--- src/shared/hssp_regs.vh ---
// Constants and register map of the host serial slave port
//
// Contract
// - Stalled two-wire transaction aborted after timeout; never here: enable bit is only writable in serial mode
// - Host link setup enables watchdog, picks timeout
// - Serial transfers up to 20/50 Mbit/s
// - Default four wires: select, clock, in, out
// - Three-wire bit makes data input bidirectional
// - Read data shifts out one bit per clock
// - Select high ends; new address needed
// - Drive on falling edge, sample on rising
// - Addresses 0..3 each served by DMA channel
// - Channel 0 write-only commands; 1..3 read-only
// - Channels 1..3 deliver wakeup, nonwakeup, status
// - Reading past channel contents returns zeros
// - Command overflow discards whole session data
// - Other registers auto-increment after each byte
// - Two-wire after reset; select low locks serial
// - Every byte most significant bit first
`ifndef HSSP_REGS_VH
`define HSSP_REGS_VH

// ****************************************
// Register addresses
// ****************************************
`define HSSP_ADDR_CMD_CH 7'h00
`define HSSP_ADDR_WAKE_CH 7'h01
`define HSSP_ADDR_NWAKE_CH 7'h02
`define HSSP_ADDR_STAT_CH 7'h03
`define HSSP_ADDR_LINK_SETUP 7'h16
`define HSSP_ADDR_PORT_STATUS 7'h17
`define HSSP_ADDR_LAST 7'h3f

// ****************************************
// Field positions and reset values
// ****************************************
`define HSSP_LINK_THREE_WIRE 1
`define HSSP_LINK_WDT_EN 2
`define HSSP_LINK_WDT_LONG 3
`define HSSP_LINK_RESET 8'h00
`define HSSP_STAT_SERIAL 0
`define HSSP_STAT_OVERFLOW 1
`define HSSP_STAT_TWI_BUSY 2
`define HSSP_STAT_WDT_ABORT 3
`define HSSP_LAST_BIT 3'h7

// ****************************************
// Timing and sizes
// ****************************************
`define HSSP_CLK_MHZ 125
`define HSSP_WDT_SHORT_US 1000
`define HSSP_WDT_LONG_US 50000
`define HSSP_FIFO_WIDTH 8
`define HSSP_FIFO_DEPTH 16
`define HSSP_LEN_WIDTH 16

`endif

--- src/logic/hssp_fifo.v ---
// Command FIFO with session commit and discard
`timescale 1ns/1ps
module hssp_fifo #(
	parameter WIDTH = 8,
	parameter DEPTH = 16,
	parameter AW = 4
) (
	// Clock and reset
	input wire clk_in,
	input wire rstn_in,
	// Filling side
	input wire in_valid_in,
	output wire in_ready_out,
	input wire [WIDTH-1:0] in_data_in,
	// Session control
	input wire commit_in,
	input wire discard_in,
	// Draining side
	output reg out_valid_out,
	input wire out_ready_in,
	output reg [WIDTH-1:0] out_data_out
);
	reg [WIDTH-1:0] mem [0:DEPTH-1];
	reg [AW:0] wr_tmp;
	reg [AW:0] wr_com;
	reg [AW:0] rd_ptr;
	wire full;
	wire avail;
	wire take;

	// Full counts uncommitted words, so a session cannot overrun readers
	assign full = (wr_tmp[AW-1:0] == rd_ptr[AW-1:0]) &&
		(wr_tmp[AW] != rd_ptr[AW]);
	assign in_ready_out = ~full;
	// Only committed words become visible
	assign avail = (wr_com != rd_ptr);
	assign take = avail && (~out_valid_out || out_ready_in);

	// Storage write
	always @(posedge clk_in) begin
		if (in_valid_in && ~full) begin
			mem[wr_tmp[AW-1:0]] <= in_data_in;
		end
	end

	// Pointers and output stage
	always @(posedge clk_in or negedge rstn_in) begin
		if (!rstn_in) begin
			wr_tmp <= {(AW+1){1'b0}};
			wr_com <= {(AW+1){1'b0}};
			rd_ptr <= {(AW+1){1'b0}};
			out_valid_out <= 1'b0;
			out_data_out <= {WIDTH{1'b0}};
		end else begin
			if (discard_in) begin
				wr_tmp <= wr_com;
			end else if (in_valid_in && ~full) begin
				wr_tmp <= wr_tmp + 1'b1;
			end
			if (commit_in) begin
				wr_com <= wr_tmp;
			end
			if (take) begin
				out_data_out <= mem[rd_ptr[AW-1:0]];
				out_valid_out <= 1'b1;
				rd_ptr <= rd_ptr + 1'b1;
			end else if (out_ready_in) begin
				out_valid_out <= 1'b0;
			end
		end
	end
endmodule // hssp_fifo

--- src/logic/hssp_twi_watchdog.v ---
// Stall watchdog for the two-wire protocol engine
`timescale 1ns/1ps
module hssp_twi_watchdog #(
	parameter SHORT_CYCLES = 125000,
	parameter LONG_CYCLES = 6250000
) (
	// Clock and reset
	input wire clk_in,
	input wire rstn_in,
	// Synchronised bus lines
	input wire scl_in,
	input wire sda_in,
	// Control
	input wire enable_in,
	input wire long_in,
	input wire engine_on_in,
	// State
	output reg busy_out,
	output reg abort_out
);
	reg scl_d;
	reg sda_d;
	reg [31:0] cnt;
	wire start_cond;
	wire stop_cond;
	wire activity;
	wire [31:0] limit;

	// Start and stop seen with clock high
	assign start_cond = scl_in && scl_d && sda_d && ~sda_in;
	assign stop_cond = scl_in && scl_d && ~sda_d && sda_in;
	assign activity = (scl_in != scl_d) || (sda_in != sda_d);
	assign limit = long_in ? LONG_CYCLES : SHORT_CYCLES;

	// Transaction tracking and timeout
	always @(posedge clk_in or negedge rstn_in) begin
		if (!rstn_in) begin
			scl_d <= 1'b1;
			sda_d <= 1'b1;
			busy_out <= 1'b0;
			abort_out <= 1'b0;
			cnt <= 32'h0000_0000;
		end else begin
			scl_d <= scl_in;
			sda_d <= sda_in;
			abort_out <= 1'b0;
			if (~engine_on_in || stop_cond) begin
				busy_out <= 1'b0;
			end else if (start_cond) begin
				busy_out <= 1'b1;
			end
			if (~busy_out || activity) begin
				cnt <= 32'h0000_0000;
			end else if (enable_in) begin
				cnt <= cnt + 32'h0000_0001;
			end
			if (enable_in && busy_out && ~activity &&
				cnt >= limit - 32'h0000_0001) begin
				busy_out <= 1'b0;
				abort_out <= 1'b1;
				cnt <= 32'h0000_0000;
			end
		end
	end
endmodule // hssp_twi_watchdog

--- src/logic/hssp_top.v ---
// Host serial slave port: serial link, register file and DMA channels
`timescale 1ns/1ps
`include "hssp_regs.vh"
module hssp_top #(
	parameter WDT_SHORT_CYCLES = `HSSP_WDT_SHORT_US * `HSSP_CLK_MHZ,
	parameter WDT_LONG_CYCLES = `HSSP_WDT_LONG_US * `HSSP_CLK_MHZ,
	parameter FIFO_WIDTH = `HSSP_FIFO_WIDTH,
	parameter FIFO_DEPTH = `HSSP_FIFO_DEPTH
) (
	// Clock and reset
	input wire clk_in,
	input wire rstn_in,
	// Host pins
	input wire host_select_n_in,
	input wire host_serial_clock_line_in,
	input wire host_serial_data_in_in,
	output wire host_serial_data_in_out,
	output reg host_serial_data_in_oe_out,
	output wire host_serial_data_out_out,
	output reg host_serial_data_out_oe_out,
	// Command channel towards firmware
	output wire [FIFO_WIDTH-1:0] cmd_data_out,
	output wire cmd_valid_out,
	input wire cmd_ready_in,
	input wire [`HSSP_LEN_WIDTH-1:0] cmd_expect_len_in,
	output reg cmd_overflow_out,
	// Read channels from firmware
	output reg [1:0] rd_chan_out,
	input wire [7:0] rd_data_in,
	input wire rd_valid_in,
	output reg rd_pop_out,
	// Port state
	output reg serial_mode_out,
	output wire twi_busy_out,
	output wire twi_abort_out
);
	// ****************************************
	// Helpers
	// ****************************************
	// DMA channel addresses skip auto-increment
	function is_dma;
		input [6:0] a;
		begin
			is_dma = (a <= `HSSP_ADDR_STAT_CH);
		end
	endfunction

	function [6:0] step_addr;
		input [6:0] a;
		begin
			step_addr = is_dma(a) ? a : a + 7'h01;
		end
	endfunction

	// ****************************************
	// Reset and pin synchronisers
	// ****************************************
	reg rst_meta;
	reg rst_n;
	reg sel_m, sel_s, sel_d;
	reg sck_m, sck_s, sck_d;
	reg sdi_m, sdi_s;

	// Reset release through two flops
	always @(posedge clk_in or negedge rstn_in) begin
		if (!rstn_in) begin
			rst_meta <= 1'b0;
			rst_n <= 1'b0;
		end else begin
			rst_meta <= 1'b1;
			rst_n <= rst_meta;
		end
	end

	// Pins cross in two flops before any logic
	always @(posedge clk_in or negedge rst_n) begin
		if (!rst_n) begin
			sel_m <= 1'b1;
			sel_s <= 1'b1;
			sel_d <= 1'b1;
			sck_m <= 1'b1;
			sck_s <= 1'b1;
			sck_d <= 1'b1;
			sdi_m <= 1'b1;
			sdi_s <= 1'b1;
		end else begin
			sel_m <= host_select_n_in;
			sel_s <= sel_m;
			sel_d <= sel_s;
			sck_m <= host_serial_clock_line_in;
			sck_s <= sck_m;
			sck_d <= sck_s;
			sdi_m <= host_serial_data_in_in;
			sdi_s <= sdi_m;
		end
	end

	// oversampled, so bit rate is bounded by clock ratio
	wire sck_rise = sck_s & ~sck_d;
	wire sck_fall = ~sck_s & sck_d;
	wire sel_rise = sel_s & ~sel_d;

	// ****************************************
	// State
	// ****************************************
	reg [7:0] link_setup;
	reg ovf_flag;
	reg wdt_flag;
	reg [2:0] bit_cnt;
	reg [6:0] shin;
	reg addr_phase;
	reg is_read;
	reg [6:0] addr;
	reg [7:0] shout;
	reg sdo;
	reg pop_pend;
	reg [`HSSP_LEN_WIDTH-1:0] sess_cnt;
	reg sess_ovf;
	reg cmd_sess;
	reg push_q;
	reg [7:0] push_d;
	reg commit_q;
	reg discard_q;
	reg [7:0] mem [0:63];
	wire fifo_ready;
	wire twi_busy;
	wire twi_abort;
	wire active;
	wire three_wire;
	wire [7:0] byte_in;
	reg [7:0] rd_byte;

	assign three_wire = link_setup[`HSSP_LINK_THREE_WIRE];
	assign active = serial_mode_out & ~sel_s;
	assign byte_in = {shin, sdi_s};
	assign host_serial_data_in_out = sdo;
	assign host_serial_data_out_out = sdo;
	assign twi_busy_out = twi_busy;
	assign twi_abort_out = twi_abort;

	// ****************************************
	// Read data selection
	// ****************************************
	// Byte presented for the current read address
	always @* begin
		rd_byte = 8'h00;
		case (addr)
			`HSSP_ADDR_CMD_CH: rd_byte = 8'h00;
			`HSSP_ADDR_WAKE_CH,
			`HSSP_ADDR_NWAKE_CH,
			`HSSP_ADDR_STAT_CH: begin
				rd_byte = rd_valid_in ? rd_data_in : 8'h00;
			end
			`HSSP_ADDR_LINK_SETUP: rd_byte = link_setup;
			`HSSP_ADDR_PORT_STATUS: begin
				rd_byte = 8'h00;
				rd_byte[`HSSP_STAT_SERIAL] = serial_mode_out;
				rd_byte[`HSSP_STAT_OVERFLOW] = ovf_flag;
				rd_byte[`HSSP_STAT_TWI_BUSY] = twi_busy;
				rd_byte[`HSSP_STAT_WDT_ABORT] = wdt_flag;
			end
			default: begin
				if (addr <= `HSSP_ADDR_LAST) begin
					rd_byte = mem[addr[5:0]];
				end
			end
		endcase
	end

	// ****************************************
	// Register file storage
	// ****************************************
	// Plain registers; reserved ones store too, host must avoid them
	always @(posedge clk_in) begin
		if (active && sck_rise && bit_cnt == `HSSP_LAST_BIT &&
			~addr_phase && ~is_read && ~is_dma(addr) &&
			addr <= `HSSP_ADDR_LAST) begin
			mem[addr[5:0]] <= byte_in;
		end
	end

	// ****************************************
	// Serial engine
	// ****************************************
	// Shifter, address decode and channel handling
	always @(posedge clk_in or negedge rst_n) begin
		if (!rst_n) begin
			serial_mode_out <= 1'b0;
			link_setup <= `HSSP_LINK_RESET;
			ovf_flag <= 1'b0;
			wdt_flag <= 1'b0;
			bit_cnt <= 3'h0;
			shin <= 7'h00;
			addr_phase <= 1'b1;
			is_read <= 1'b0;
			addr <= 7'h00;
			shout <= 8'h00;
			sdo <= 1'b0;
			pop_pend <= 1'b0;
			sess_cnt <= {`HSSP_LEN_WIDTH{1'b0}};
			sess_ovf <= 1'b0;
			cmd_sess <= 1'b0;
			push_q <= 1'b0;
			push_d <= 8'h00;
			commit_q <= 1'b0;
			discard_q <= 1'b0;
			cmd_overflow_out <= 1'b0;
			rd_chan_out <= 2'h0;
			rd_pop_out <= 1'b0;
			host_serial_data_in_oe_out <= 1'b0;
			host_serial_data_out_oe_out <= 1'b0;
		end else begin
			push_q <= 1'b0;
			commit_q <= 1'b0;
			discard_q <= 1'b0;
			rd_pop_out <= 1'b0;
			cmd_overflow_out <= 1'b0;
			// any select low locks serial mode
			if (~sel_s) begin
				serial_mode_out <= 1'b1;
			end
			if (twi_abort) begin
				wdt_flag <= 1'b1;
			end
			if (sel_s) begin
				bit_cnt <= 3'h0;
				addr_phase <= 1'b1;
				pop_pend <= 1'b0;
			end
			if (sel_rise && cmd_sess) begin
				cmd_sess <= 1'b0;
				sess_cnt <= {`HSSP_LEN_WIDTH{1'b0}};
				sess_ovf <= 1'b0;
				commit_q <= ~sess_ovf;
				discard_q <= sess_ovf;
				cmd_overflow_out <= sess_ovf;
				if (sess_ovf) begin
					ovf_flag <= 1'b1;
				end
			end
			if (active && sck_rise) begin
				shin <= byte_in[6:0];
				bit_cnt <= bit_cnt + 3'h1;
				if (pop_pend) begin
					rd_pop_out <= 1'b1;
					pop_pend <= 1'b0;
				end
				if (bit_cnt == `HSSP_LAST_BIT) begin
					if (addr_phase) begin
						addr_phase <= 1'b0;
						is_read <= byte_in[7];
						addr <= byte_in[6:0];
						rd_chan_out <= byte_in[1:0];
					end else if (~is_read) begin
						addr <= step_addr(addr);
						case (addr)
							`HSSP_ADDR_CMD_CH: begin
								cmd_sess <= 1'b1;
								if (fifo_ready && ~sess_ovf &&
									sess_cnt < cmd_expect_len_in) begin
									push_q <= 1'b1;
									push_d <= byte_in;
									sess_cnt <= sess_cnt +
										{{(`HSSP_LEN_WIDTH-1){1'b0}}, 1'b1};
								end else begin
									sess_ovf <= 1'b1;
								end
							end
							`HSSP_ADDR_LINK_SETUP: begin
								link_setup <= byte_in;
							end
							`HSSP_ADDR_PORT_STATUS: begin
								// Write one clears; a new event wins
								if (byte_in[`HSSP_STAT_OVERFLOW] &&
									~(sel_rise && cmd_sess && sess_ovf)) begin
									ovf_flag <= 1'b0;
								end
								if (byte_in[`HSSP_STAT_WDT_ABORT] &&
									~twi_abort) begin
									wdt_flag <= 1'b0;
								end
							end
							default: begin
							end
						endcase
					end
				end
			end
			// one read bit per falling edge
			if (active && sck_fall && ~addr_phase && is_read) begin
				if (bit_cnt == 3'h0) begin
					sdo <= rd_byte[7];
					shout <= {rd_byte[6:0], 1'b0};
					addr <= step_addr(addr);
					// Pop on the first rising edge of the byte, not on a trailing edge
					pop_pend <= is_dma(addr) &&
						(addr != `HSSP_ADDR_CMD_CH) && rd_valid_in;
				end else begin
					sdo <= shout[7];
					shout <= {shout[6:0], 1'b0};
				end
			end
			host_serial_data_out_oe_out <= active && ~addr_phase &&
				is_read && ~three_wire;
			// three-wire turns the data input around
			host_serial_data_in_oe_out <= active && ~addr_phase &&
				is_read && three_wire;
		end
	end

	// ****************************************
	// Command buffer
	// ****************************************
	// Full FIFO turns further bytes into an overflow
	hssp_fifo #(
		.WIDTH(FIFO_WIDTH),
		.DEPTH(FIFO_DEPTH),
		.AW($clog2(FIFO_DEPTH))
	) u_cmd_fifo (
		.clk_in(clk_in),
		.rstn_in(rst_n),
		.in_valid_in(push_q),
		.in_ready_out(fifo_ready),
		.in_data_in(push_d),
		.commit_in(commit_q),
		.discard_in(discard_q),
		.out_valid_out(cmd_valid_out),
		.out_ready_in(cmd_ready_in),
		.out_data_out(cmd_data_out)
	);

	// ****************************************
	// Two-wire stall watchdog
	// ****************************************
	// runs only while the two-wire engine owns the port
	hssp_twi_watchdog #(
		.SHORT_CYCLES(WDT_SHORT_CYCLES),
		.LONG_CYCLES(WDT_LONG_CYCLES)
	) u_wdt (
		.clk_in(clk_in),
		.rstn_in(rst_n),
		.scl_in(sck_s),
		.sda_in(sdi_s),
		.enable_in(link_setup[`HSSP_LINK_WDT_EN]),
		.long_in(link_setup[`HSSP_LINK_WDT_LONG]),
		.engine_on_in(~serial_mode_out),
		.busy_out(twi_busy),
		.abort_out(twi_abort)
	);
endmodule // hssp_top

--- config.mk ---
export PLATFORM = sky130hd
export DESIGN_NAME = hssp_top
export DESIGN_NICKNAME = d
export VERILOG_FILES = /design/src/logic/hssp_fifo.v /design/src/logic/hssp_twi_watchdog.v /design/src/logic/hssp_top.v
export VERILOG_INCLUDE_DIRS = /design/src /design/src/shared
export SDC_FILE = /design/constraint.sdc
export NUM_CORES = 1
export LEC_CHECK = 0
export ABC_AREA = 1
export BUFFER_PORTS_ARGS = -buffer_cell sky130_fd_sc_hd__buf_2
export CAP_MARGIN = 10
export CORE_MARGIN = 2
export CORE_UTILIZATION = 35
export DETAILED_ROUTE_END_ITERATION = 12
export GPL_TIMING_DRIVEN = 0
export PLACE_DENSITY = 0.47
export SYNTH_ARGS = -nofsm -noshare
export SYNTH_HDL_FRONTEND = slang
export SYNTH_SLANG_ARGS = --single-unit
--- constraint.sdc ---
create_clock -name clk_in -period 6.3 [get_ports clk_in]
set_clock_uncertainty 0.05 [all_clocks]
set_input_delay 1.26 -clock clk_in [delete_from_list [all_inputs] [get_ports clk_in]]
set_output_delay 1.26 -clock clk_in [all_outputs]
set_load 0.01 [all_outputs]
# ---- Yosys cells after proc, flatten, opt, wreduce, memory -nomap -nowiden
# Memory sizes are Yosys's and may differ from the RTL's. A register that Yosys moved wholly into a read port is not among the register bits.
# Cells that the tools add are included.
dict set report totals {
  memories 2
  register_bits 135
  ramBits 640
  in_bits 31
  out_inout_bits 20
}
dict set report classes {
  bitwise_logic 21
  mux 84
  magnitude_cmp 4
  n_addsub 7
  eq_ne 11
  n_reduce_logical 49
}
# name words width rd rd_clocked_by_memory_dff wr line
set mem_list {}
lappend mem_list {mem 64 8 1 0 1 hssp_top.v:124} ;# reg [7:0] mem [0:63];
lappend mem_list {u_cmd_fifo.mem 16 8 1 1 1 hssp_fifo.v:23} ;# reg [WIDTH-1:0] mem [0:DEPTH-1];
# operator n
set op_table {}
lappend op_table {{16-bit two-way mux} 7}
lappend op_table {{32-bit two-way mux} 3}
lappend op_table {{1-bit two-way mux} 58}
lappend op_table {{7-bit two-way mux} 7}
lappend op_table {{32-bit by 1-bit adder with 32-bit output (second input constant)} 1}
lappend op_table {{32-bit greater-or-equal comparator} 1}
lappend op_table {{1-bit logical AND} 32}
lappend op_table {{8-bit case mux with 4 select lines} 1}
lappend op_table {{32-bit by 1-bit subtractor with 32-bit output (second input constant)} 1}
lappend op_table {{8-bit two-way mux} 3}
lappend op_table {{23-bit two-way mux} 1}
lappend op_table {{1-bit inverter} 17}
lappend op_table {{16-bit by 1-bit adder with 16-bit output (second input constant)} 1}
lappend op_table {{16-bit < comparator} 1}
lappend op_table {{7-bit by 2-bit equality test with 1-bit output (second input constant)} 2}
lappend op_table {{7-bit by 5-bit equality test with 1-bit output (second input constant)} 2}
lappend op_table {{5-bit by 1-bit adder with 5-bit output (second input constant)} 2}
lappend op_table {{5-bit two-way mux} 2}
lappend op_table {{7-bit by 1-bit adder with 7-bit output (second input constant)} 1}
lappend op_table {{7-bit by 1-bit equality test with 1-bit output (second input constant)} 1}
lappend op_table {{7-bit by 2-bit less-or-equal comparator with 1-bit output (second input constant)} 1}
lappend op_table {{7-bit by 6-bit less-or-equal comparator with 1-bit output (second input constant)} 1}
lappend op_table {{7-bit logical NOT} 1}
lappend op_table {{7-bit nonzero test} 1}
lappend op_table {{16 further kinds} 28}

# ---- Depth between registers and ports, before layout
# Gate-level depths: netlist of the first run.
dict set report depth {
  ltp_word 12
  depth_mapped 18
  ltp_nobuf 15
}

# ---- Modules after synthesis
# From an unflattened synthesis of the first run, not the netlist that was laid out.
dict set report hier_totals {
  cells_unflattened 3758
  hier_area_um2 35605.4
}
# mod seq_area_each_um2 instances area_each_um2 cells_per_inst
set by_module_without_submodules {}
lappend by_module_without_submodules {hssp_top 17463.0 1 26282.7 2736}
lappend by_module_without_submodules {hssp_fifo 4444.3 1 6955.4 738}
lappend by_module_without_submodules {hssp_twi_watchdog 903.4 1 2367.3 284}

# ---- Worst setup path before layout of the first run
# Ideal clock, no wire load.
dict set report synth_path {
  kind {input port to flip-flop}
  from {input port cmd_expect_len_in[15]}
  to {register push_d[0]}
  path_buffers 1
  setup_slack_ns 3.544
  setup_time_ns 0.118
  stages 11
  t_required_ns 6.132
  t_arrival_ns 2.589
  path_cell_list {inv_1 > ha_1 > nand2_1 > nand2_1 > nor2_1 > nand3_2 > nor2_4 > nand4_4 > buf_2 > a21oi_1 > inv_1}
}
dict set report synth_between {
  elab_chain_cells 3
}
# item line
set synth_rtl {}
lappend synth_rtl {{start, declared} hssp_top.v:25} ;# input wire [`HSSP_LEN_WIDTH-1:0] cmd_expect_len_in,
lappend synth_rtl {{16-bit < comparator} hssp_top.v:260} ;# sess_cnt < cmd_expect_len_in) begin
lappend synth_rtl {{1-bit logical AND} hssp_top.v:259} ;# if (fifo_ready && ~sess_ovf &&
lappend synth_rtl {{6-bit AND reduction (no line)} n/a}
lappend synth_rtl {{end signal, assigned} hssp_top.v:262} ;# push_d <= byte_in;
lappend synth_rtl {{end, declared} hssp_top.v:121} ;# reg [7:0] push_d;
# No other way between the ends.
# A chain may end at the register's enable or synchronous reset.

# ---- Worst setup path after layout of the first run
dict set report layout_path {
  from {register sck_s}
  to {memory mem[49][1] (enable)}
}
dict set report layout_between {
  elab_chain_cells 9
}
# item line
set layout_rtl {}
lappend layout_rtl {{start, declared} hssp_top.v:61} ;# reg sck_m, sck_s, sck_d;
lappend layout_rtl {{start signal, assigned} hssp_top.v:91} ;# sck_s <= sck_m;
lappend layout_rtl {{1-bit bitwise AND} hssp_top.v:99} ;# wire sck_rise = sck_s & ~sck_d;
lappend layout_rtl {{1-bit logical AND} hssp_top.v:175} ;# if (active && sck_rise && bit_cnt == `HSSP_LAST_BIT &&
lappend layout_rtl {{1-bit logical AND (no line)} n/a}
lappend layout_rtl {{1-bit logical AND (3 in series)} hssp_top.v:175}
lappend layout_rtl {{1-bit logical AND (no line)} n/a}
lappend layout_rtl {{1-bit two-way mux} hssp_top.v:175}
lappend layout_rtl {{1-bit two-way mux (implied by the code)} hssp_top.v:178} ;# mem[addr[5:0]] <= byte_in;
lappend layout_rtl {{end, declared} hssp_top.v:124}
# No other way between the ends.

==> results of run 1 <==
## placed cells by master, fill, tap and decap left out, drive strengths merged, types with 13 or more instances in the layout
cell type	count
o221ai	13
o22ai	35
conb	25
nor2	279
edfxtp	640
dfrtp	132
clkinv	33
clkbuf	196
o21ai	132
buf	123
a21oi	45
nand2	1692
nor3	24
nand4	14
ha	44
xor2	28
nand3	57
inv	140
## report_power, final
group | switching (mW) | internal [mW] | total, mW | leakage (nW)
logic | 0.746 | 0.289 | 1.03 | 7.14
clock network | 2.11 | 3.00 | 5.11 | 1.38
registers | 0.256 | 5.85 | 6.10 | 7.47
## worst max path at each step
| stage | startpoint | cells past startpoint | end | slack (ns) |
|---|---|---|---|---|
| final | sck_s | 11 | mem[49][1] | 2.25 |
| after floorplan | rst_n | 0 | addr[0] | 2.02 |
| after global routing | sck_s | 11 | mem[43][1] | 2.07 |
| after global placement | rst_n | 0 | u_wdt.cnt[8] | -0.53 |
| after detailed placement | sck_s | 11 | mem[43][6] | 2.25 |
| after CTS | sck_s | 11 | mem[43][2] | 2.23 |
## metal layers
metal	share of wire	wire, µm	up-vias
li1	-	-	11830
met1	0.43	49660	12030
met2	0.47	54270	745
met3	0.053	6013	210
met4	0.039	4493	0
met5	0	0	-
## metrics by stage
| step | instance area (µm²) | power [mW] | cells | setup TNS [ns] | hold WS, ns |
|---|---|---|---|---|---|
| global route | 39340 | 12.67 | 5004 | 0 | 0.3122 |
| global placement | 36320 | 7.272 | 4840 | -61.07 | 0.2894 |
| finish | 39340 | 12.25 | 5004 | 0 | 0.2977 |
| detailed placement | 36530 | 7.264 | 4849 | 0 | 0.2855 |
| CTS | 39340 | 12.36 | 5004 | 0 | 0.2989 |
| floorplan | 34470 | 6.672 | 3514 | 0 | 0.2812 |
## worst reg2reg max path, stage by stage (launching register included)
cell and delay (ns):
dfstp_2 0.55, ha_1 0.15, nand3_1 0.35, inv_2 0.22
nand2_1 0.14, inv_2 0.10, nand2_2 0.10, nor2_2 0.29
inv_2 0.15, nor2_8 0.26, nand2_2 0.29, nor2_1 1.03
## logic make-up (layout without fill, tap and decap cells)
family | count (synthesis) | in the layout | synth area share
AND/OR/NAND/NOR | 2082 | 2082 | 0.2357
flip-flops | 782 | 782 | 0.6626
buffers and inverters | 287 | 501 | 0.03304
AO/OA/AOI/OAI | 257 | 257 | 0.04301
adder cells (fa/ha/maj) | 44 | 44 | 0.01601
XOR/XNOR | 37 | 37 | 0.009425
other | 2 | 25 | 0.0002184
## area by class of cell
cell class                 count  share of cell area
buffer                       146             0.01543
inverter                     141             0.01346
tap                         1276             0.04059
timing repair buffer          59             0.01050
multi-input combinational   2445              0.2685
clock buffer                 114             0.06110
clock inverter                41             0.01031
sequential                   782              0.5801
## registers in the layout, summed over array words and instances (netlist names), 7 cells and up
| register | cells |
|---|---|
| u_wdt.cnt | 32 |
| shout | 7 |
| shin | 7 |
| link_setup | 8 |
| u_cmd_fifo.out_data_out | 8 |
| mem | 512 |
| u_cmd_fifo.mem | 128 |
| sess_cnt | 16 |
| push_d | 8 |
| addr | 7 |
==> results.md, run 1 <==
* Ranking of synthesized cells by area: edfxtp_1 (56%), nand2_1 (18%), dfrtp_1 (9.6%)
* Initial antenna violation count at 0
* Worst Setup Slack, final at approximately 2.2 ns
* CP endpoint kind: register
* Synth warnings at 0
* Register area share after synthesis at 0.6626
* Fillcell total at between 9k and 10k
* RR Endpoint: mem[49][1]
* DR DRC count at 0
* Chip width at between 300 and 400 µm
* GR Overflow Total at 0
* ANT nets after route at 0
* Buffers added on ports at 50
* Worst-Skew Late Latency at 0.65 ns
* GR peak layer: met2
* Cell Area, Synth at between 30000 and 40000 µm²
* Sequential cell area at 22820 µm²
* FF-to-FF path depth at 11
* Met2 GRT Util at 0.3752
* Pin count of the biggest net entering global routing at 70
* Layout Area Growth over Synthesis at 14.40%
* RSZ-0062 raised after global routing: false
* Final worst-path cycle share at 0.6435
* RD Place Congestion at 0.9590
* Synth cell types at 50
* Final Hold Vio Count at 0
* CTS Sinks at 782
* Critical path startpoint category: register
* Share of layout cells above drive strength 1 at 0.07511
* Crit path cell chain: ha_1, nand3_1, inv_2, nand2_1, inv_2, nand2_2, nor2_2, inv_2, nor2_8, nand2_2, nor2_1
* CTS clk-pin slew, worst paths at approximately 0.060 ns
* Htree depth at 3
* # nets final at 3736
* Post-synth EDFFs at 640
* CP max FO at 9
* Area of the multi-input gates at ~11000 µm²
* Post-CTS Setup Inserts at 0
* Worst Hold Path Cells at 0
* DR vias at ~25k
* FMAX at approximately 250 MHz
* Largest delay share family, worst path: simple AND/OR/NAND/NOR gates
* Die area at roughly 100000 µm²
* CTS max path bufs at 3
* Status: finished, final reports clean
* Cell mode on critical path: inv_2
* 1st-pass router iterations at 6
* DIE HEIGHT at between 300 and 400 µm
* Core area at between 90000 and 100000 µm²
* Vias in the first global route at 23.82k
* Cts bufs inserted at 86
* Predominant post-synthesis flop cell: edfxtp_1
* Initial core utilization at 0.3545
* Mean Syn Cell Area at ~9.8 µm²
* Max-slew headroom at 0.1158
* DR WL/cell at 22.87 µm
* Reg2Reg Setup Slack at roughly 2.2 ns
* DR vias/cell at approximately 5.0
* Setup violators final at 0
* Min-Delay Path Class: reg2reg
* Hold EP: rst_n
* Count of pins over their slew limit at 0
* Gr usage total at 0.2262
* Crit Reg-Reg Startpoint: sck_s
* I/O pins at between 50 and 60
* Power Density at just over 300 nW/µm²
* Most common cell in the netlist: nand2_1
* Hold-fix buffers at CTS at 0
* Ant diodes at 0
* Worst Path Arrival at between 4 and 5 ns
* Slowest stage cell, crit path: nor2_1
* # rows at about 110
* CTS tree: done
* Worst-Margin Slew at roughly 1.3 ns
* PostCTS Resize Cnt at 0
* Crit path time final at a little over 4 ns
* Final core utilization at 0.4055
* Max Cap Viol at 0
* Critical Path RT at between 6 and 7 ns
* Worst IR Drop VDD at 0.0002069 V
* Largest area contributor in the synthesized netlist: edfxtp_1
* Post-synth top area share at 0.5589
* Place WS at between 2 and 2.5 ns
* Root buffer cell: clkbuf_16
* Leakage power at 15.99 nW
* HP Start: rst_meta
* Synth top cells by count: nand2_1 (1682), edfxtp_1 (640), nor2_1 (274), dfrtp_1 (132), o21ai_0 (128)
* Number of synthesized register bits at between 700 and 800
* Met1 Track Usage GR at 0.3034
* DP HPWL at 76.98 mm
* FFs w/ async S/R, synth at 0.1816
* Met3 Usage GRT at 0.02781
* Post-Route WL at between 100 and 150 mm
* CP bufs+invs at 3
* Initial detailed-routing violation count at about 2.3k
* First-pass GRT wire length at 166.0 mm
* Critical Setup Path Class: reg2reg
* Mapped Cells at 3491
* CP peak stage delay at 1.02 ns
Note: power is estimated with default switching activity, not from simulation.
==> run 2: changes to the inputs <==
==> constraint.sdc (replaced) <==
create_clock -name clk_in -period 4 [get_ports clk_in]
set_clock_uncertainty 0.05 [all_clocks]
set_input_delay 0.8 -clock clk_in [delete_from_list [all_inputs] [get_ports clk_in]]
set_output_delay 0.8 -clock clk_in [all_outputs]
set_load 0.01 [all_outputs]
==> run 2 against run 1 <==
Net effect:
- the run now ends with setup timing left
- critical path depth shrank 5
- sequential power grew 57%
- register-to-register slack lost 2.3 ns
- final cell count grew 0.16%
- die area is the same
- clock-buffer cell count grew 10
- clock power grew 53%
==> results.md, run 2 (synthesis results as in run 1) <==
* Status: finished, violations left
* Violated checks: setup timing
* Share of layout cells above drive strength 1 at 0.08940
* DP HPWL at 78.32 mm
* DR WL/cell at about 23 µm
* CTS max path bufs at 3
* RD Place Congestion at ~0.97
* CP max FO at 11
* Chip width at roughly 320 µm
* 1st-pass router iterations at 5
* Worst Setup Slack, final at -0.04529 ns
* Worst IR Drop VDD at between 0.0003 and 0.0004 V
* CTS Sinks at 782
* Setup crit end: mem[37][1]
* DR DRC count at 0
* RSZ-0062 raised after global routing: true
* Worst Setup SP: addr[1]
* DIE HEIGHT at between 300 and 400 µm
* Crit Reg-Reg Startpoint: addr[1]
* Final Power at roughly 19 mW
* Setup violators final at 16
* DR vias/cell at slightly below 5
* Max reg flops at slightly above 500
* Critical path startpoint category: register
* Commonest non-fill, non-tap cell in the layout: nand2_1
* Vias in the first global route at between 20k and 25k
* Most frequent cells in the layout: nand2_1 (1682), edfxtp_1 (640), nor2_1 (225)
* ANT nets after route at 0
* FMAX at roughly 250 MHz
* First-pass GRT wire length at 166.8 mm
* Pin count of the biggest net entering global routing at 70
* Cts bufs inserted at just under 90
* I/O pins at slightly above 50
* Worst-Margin Slew at 1.258 ns
* Layout Area Growth over Synthesis at 14.77%
* # nets final at 3742
* Max-slew headroom at 0.1583
* FF-to-FF path depth at 6
* Critical Setup Path Class: reg2reg
* Root buffer cell: clkbuf_16
* Final worst-path cycle share at 1.011
* Initial antenna violation count at 1
* Leakage power at approximately 16 nW
* Ant diodes at 0
* Final instance area at 39460 µm²
* Sw Ratio at 0.2589
* Pint at about 14 mW
* Gr usage total at 0.2268
* DP Area at around 37000 µm²
* CTS clk-pin slew, worst paths at 0.06 ns
* # rows at between 100 and 150
* Setup TNS at -0.5006 ns
* DR vias at between 20k and 25k
* Worst Path Arrival at 4.25 ns
* Max Cap Viol at 0
* Power Density at ~480 nW/µm²
* GR Overflow Total at 0
* Initial core utilization at 0.3545
* RR Endpoint: mem[37][1]
* Reg2Reg Setup Slack at -0.05 ns
* Reg power frac at 0.500
* Buffers added on ports at 50
* Die area at 100800 µm²
* Critical Path RT at 4.21 ns
* Core area at 96990 µm²
* Gate power share at 0.090
* Htree depth at 3
* CP endpoint kind: register
* CTS tree: done
* Power share of the clock group at 0.410
* Post-Route WL at 114.6 mm
* Min-Delay Path Class: in2reg
* Worst-Skew Late Latency at 0.65 ns
* P_sw at between 4 and 5 mW
* Hold WS at 0.1878 ns
* Initial detailed-routing violation count at about 2.3k
* Crit path time final at between 4 and 5 ns
* Post-CTS Setup Inserts at 0
* Count of pins over their slew limit at 0
* Final Hold Vio Count at 0
[run 2: timing repair]
item / 4_1_cts / 5_1_grt
hold buffers: 1 / 0
hold endpoints to repair: 2 / 0
setup endpoints to repair: 94 / 287
resized for setup: 15 / 36
[run 2: cell type report]
| cell class | instances | area (µm²) |
|---|---|---|
| fillers | 9611 | 57530 |
| flip-flops and latches | 782 | 22810 |
| multi-input cells | 2445 | 10700 |
| clock buffers | 124 | 2452 |
| well taps | 1276 | 1597 |
| plain buffers | 146 | 606.8 |
| inverters | 141 | 529.3 |
| repair buffers | 63 | 459.2 |
| clock inverters | 35 | 306.5 |
[run 2: through the flow]
step / cells / utilization / worst slack, ns
2_1_floorplan: 3514 / - / 1.337
4_1_cts: 5012 / 0.4058 / -0.09131
3_5_place_dp: 4852 / 0.3769 / -0.1813
5_1_grt: 5012 / 0.4069 / -0.1637
3_3_place_gp: 4840 / 0.3744 / -0.7563
6_report: 5012 / 0.4069 / -0.04529
[run 2: how the worst min path moves through the flow]
stage             to  slack [ns]                 startpoint  cells past startpoint
5_1_grt        sel_m        0.17           host_select_n_in                      1
3_5_place_dp   rst_n        0.29                   rst_meta                      0
4_1_cts        sdi_m        0.16     host_serial_data_in_in                      1
3_3_place_gp   rst_n        0.28                   rst_meta                      0
2_1_floorplan  rst_n        0.28                   rst_meta                      0
6_report       sck_m        0.19  host_serial_clock_line_in                      1
[run 2: power groups by stage]
stage | logic (mW) | registers (mW) | clock network, mW
4_1_cts | 1.73 | 9.56 | 7.97
6_report | 1.71 | 9.55 | 7.84
3_3_place_gp | 1.49 | 9.93 | 0
2_1_floorplan | 0.890 | 9.62 | 0
5_1_grt | 1.88 | 9.58 | 8.28
3_5_place_dp | 1.73 | 9.72 | 0
[run 2: worst max-delay path, cell delays in order (launching register included)]
cell and delay, ns:
dfrtp_1 0.40, buf_2 0.19, inv_2 0.15, buf_2 0.37, buf_1 0.67, nand3_1 0.72
nor2_1 1.10
[run 2: metal layers]
| layer | up-vias | part of all wire | global-route usage |
|---|---|---|---|
| met4 | 0 | 0.043 | 0.09185 |
| met3 | 205 | 0.053 | 0.02972 |
| met2 | 777 | 0.48 | 0.3788 |
| met1 | 12060 | 0.43 | 0.2990 |
| li1 | 11820 | - | - |
| met5 | - | 0 | 0 |
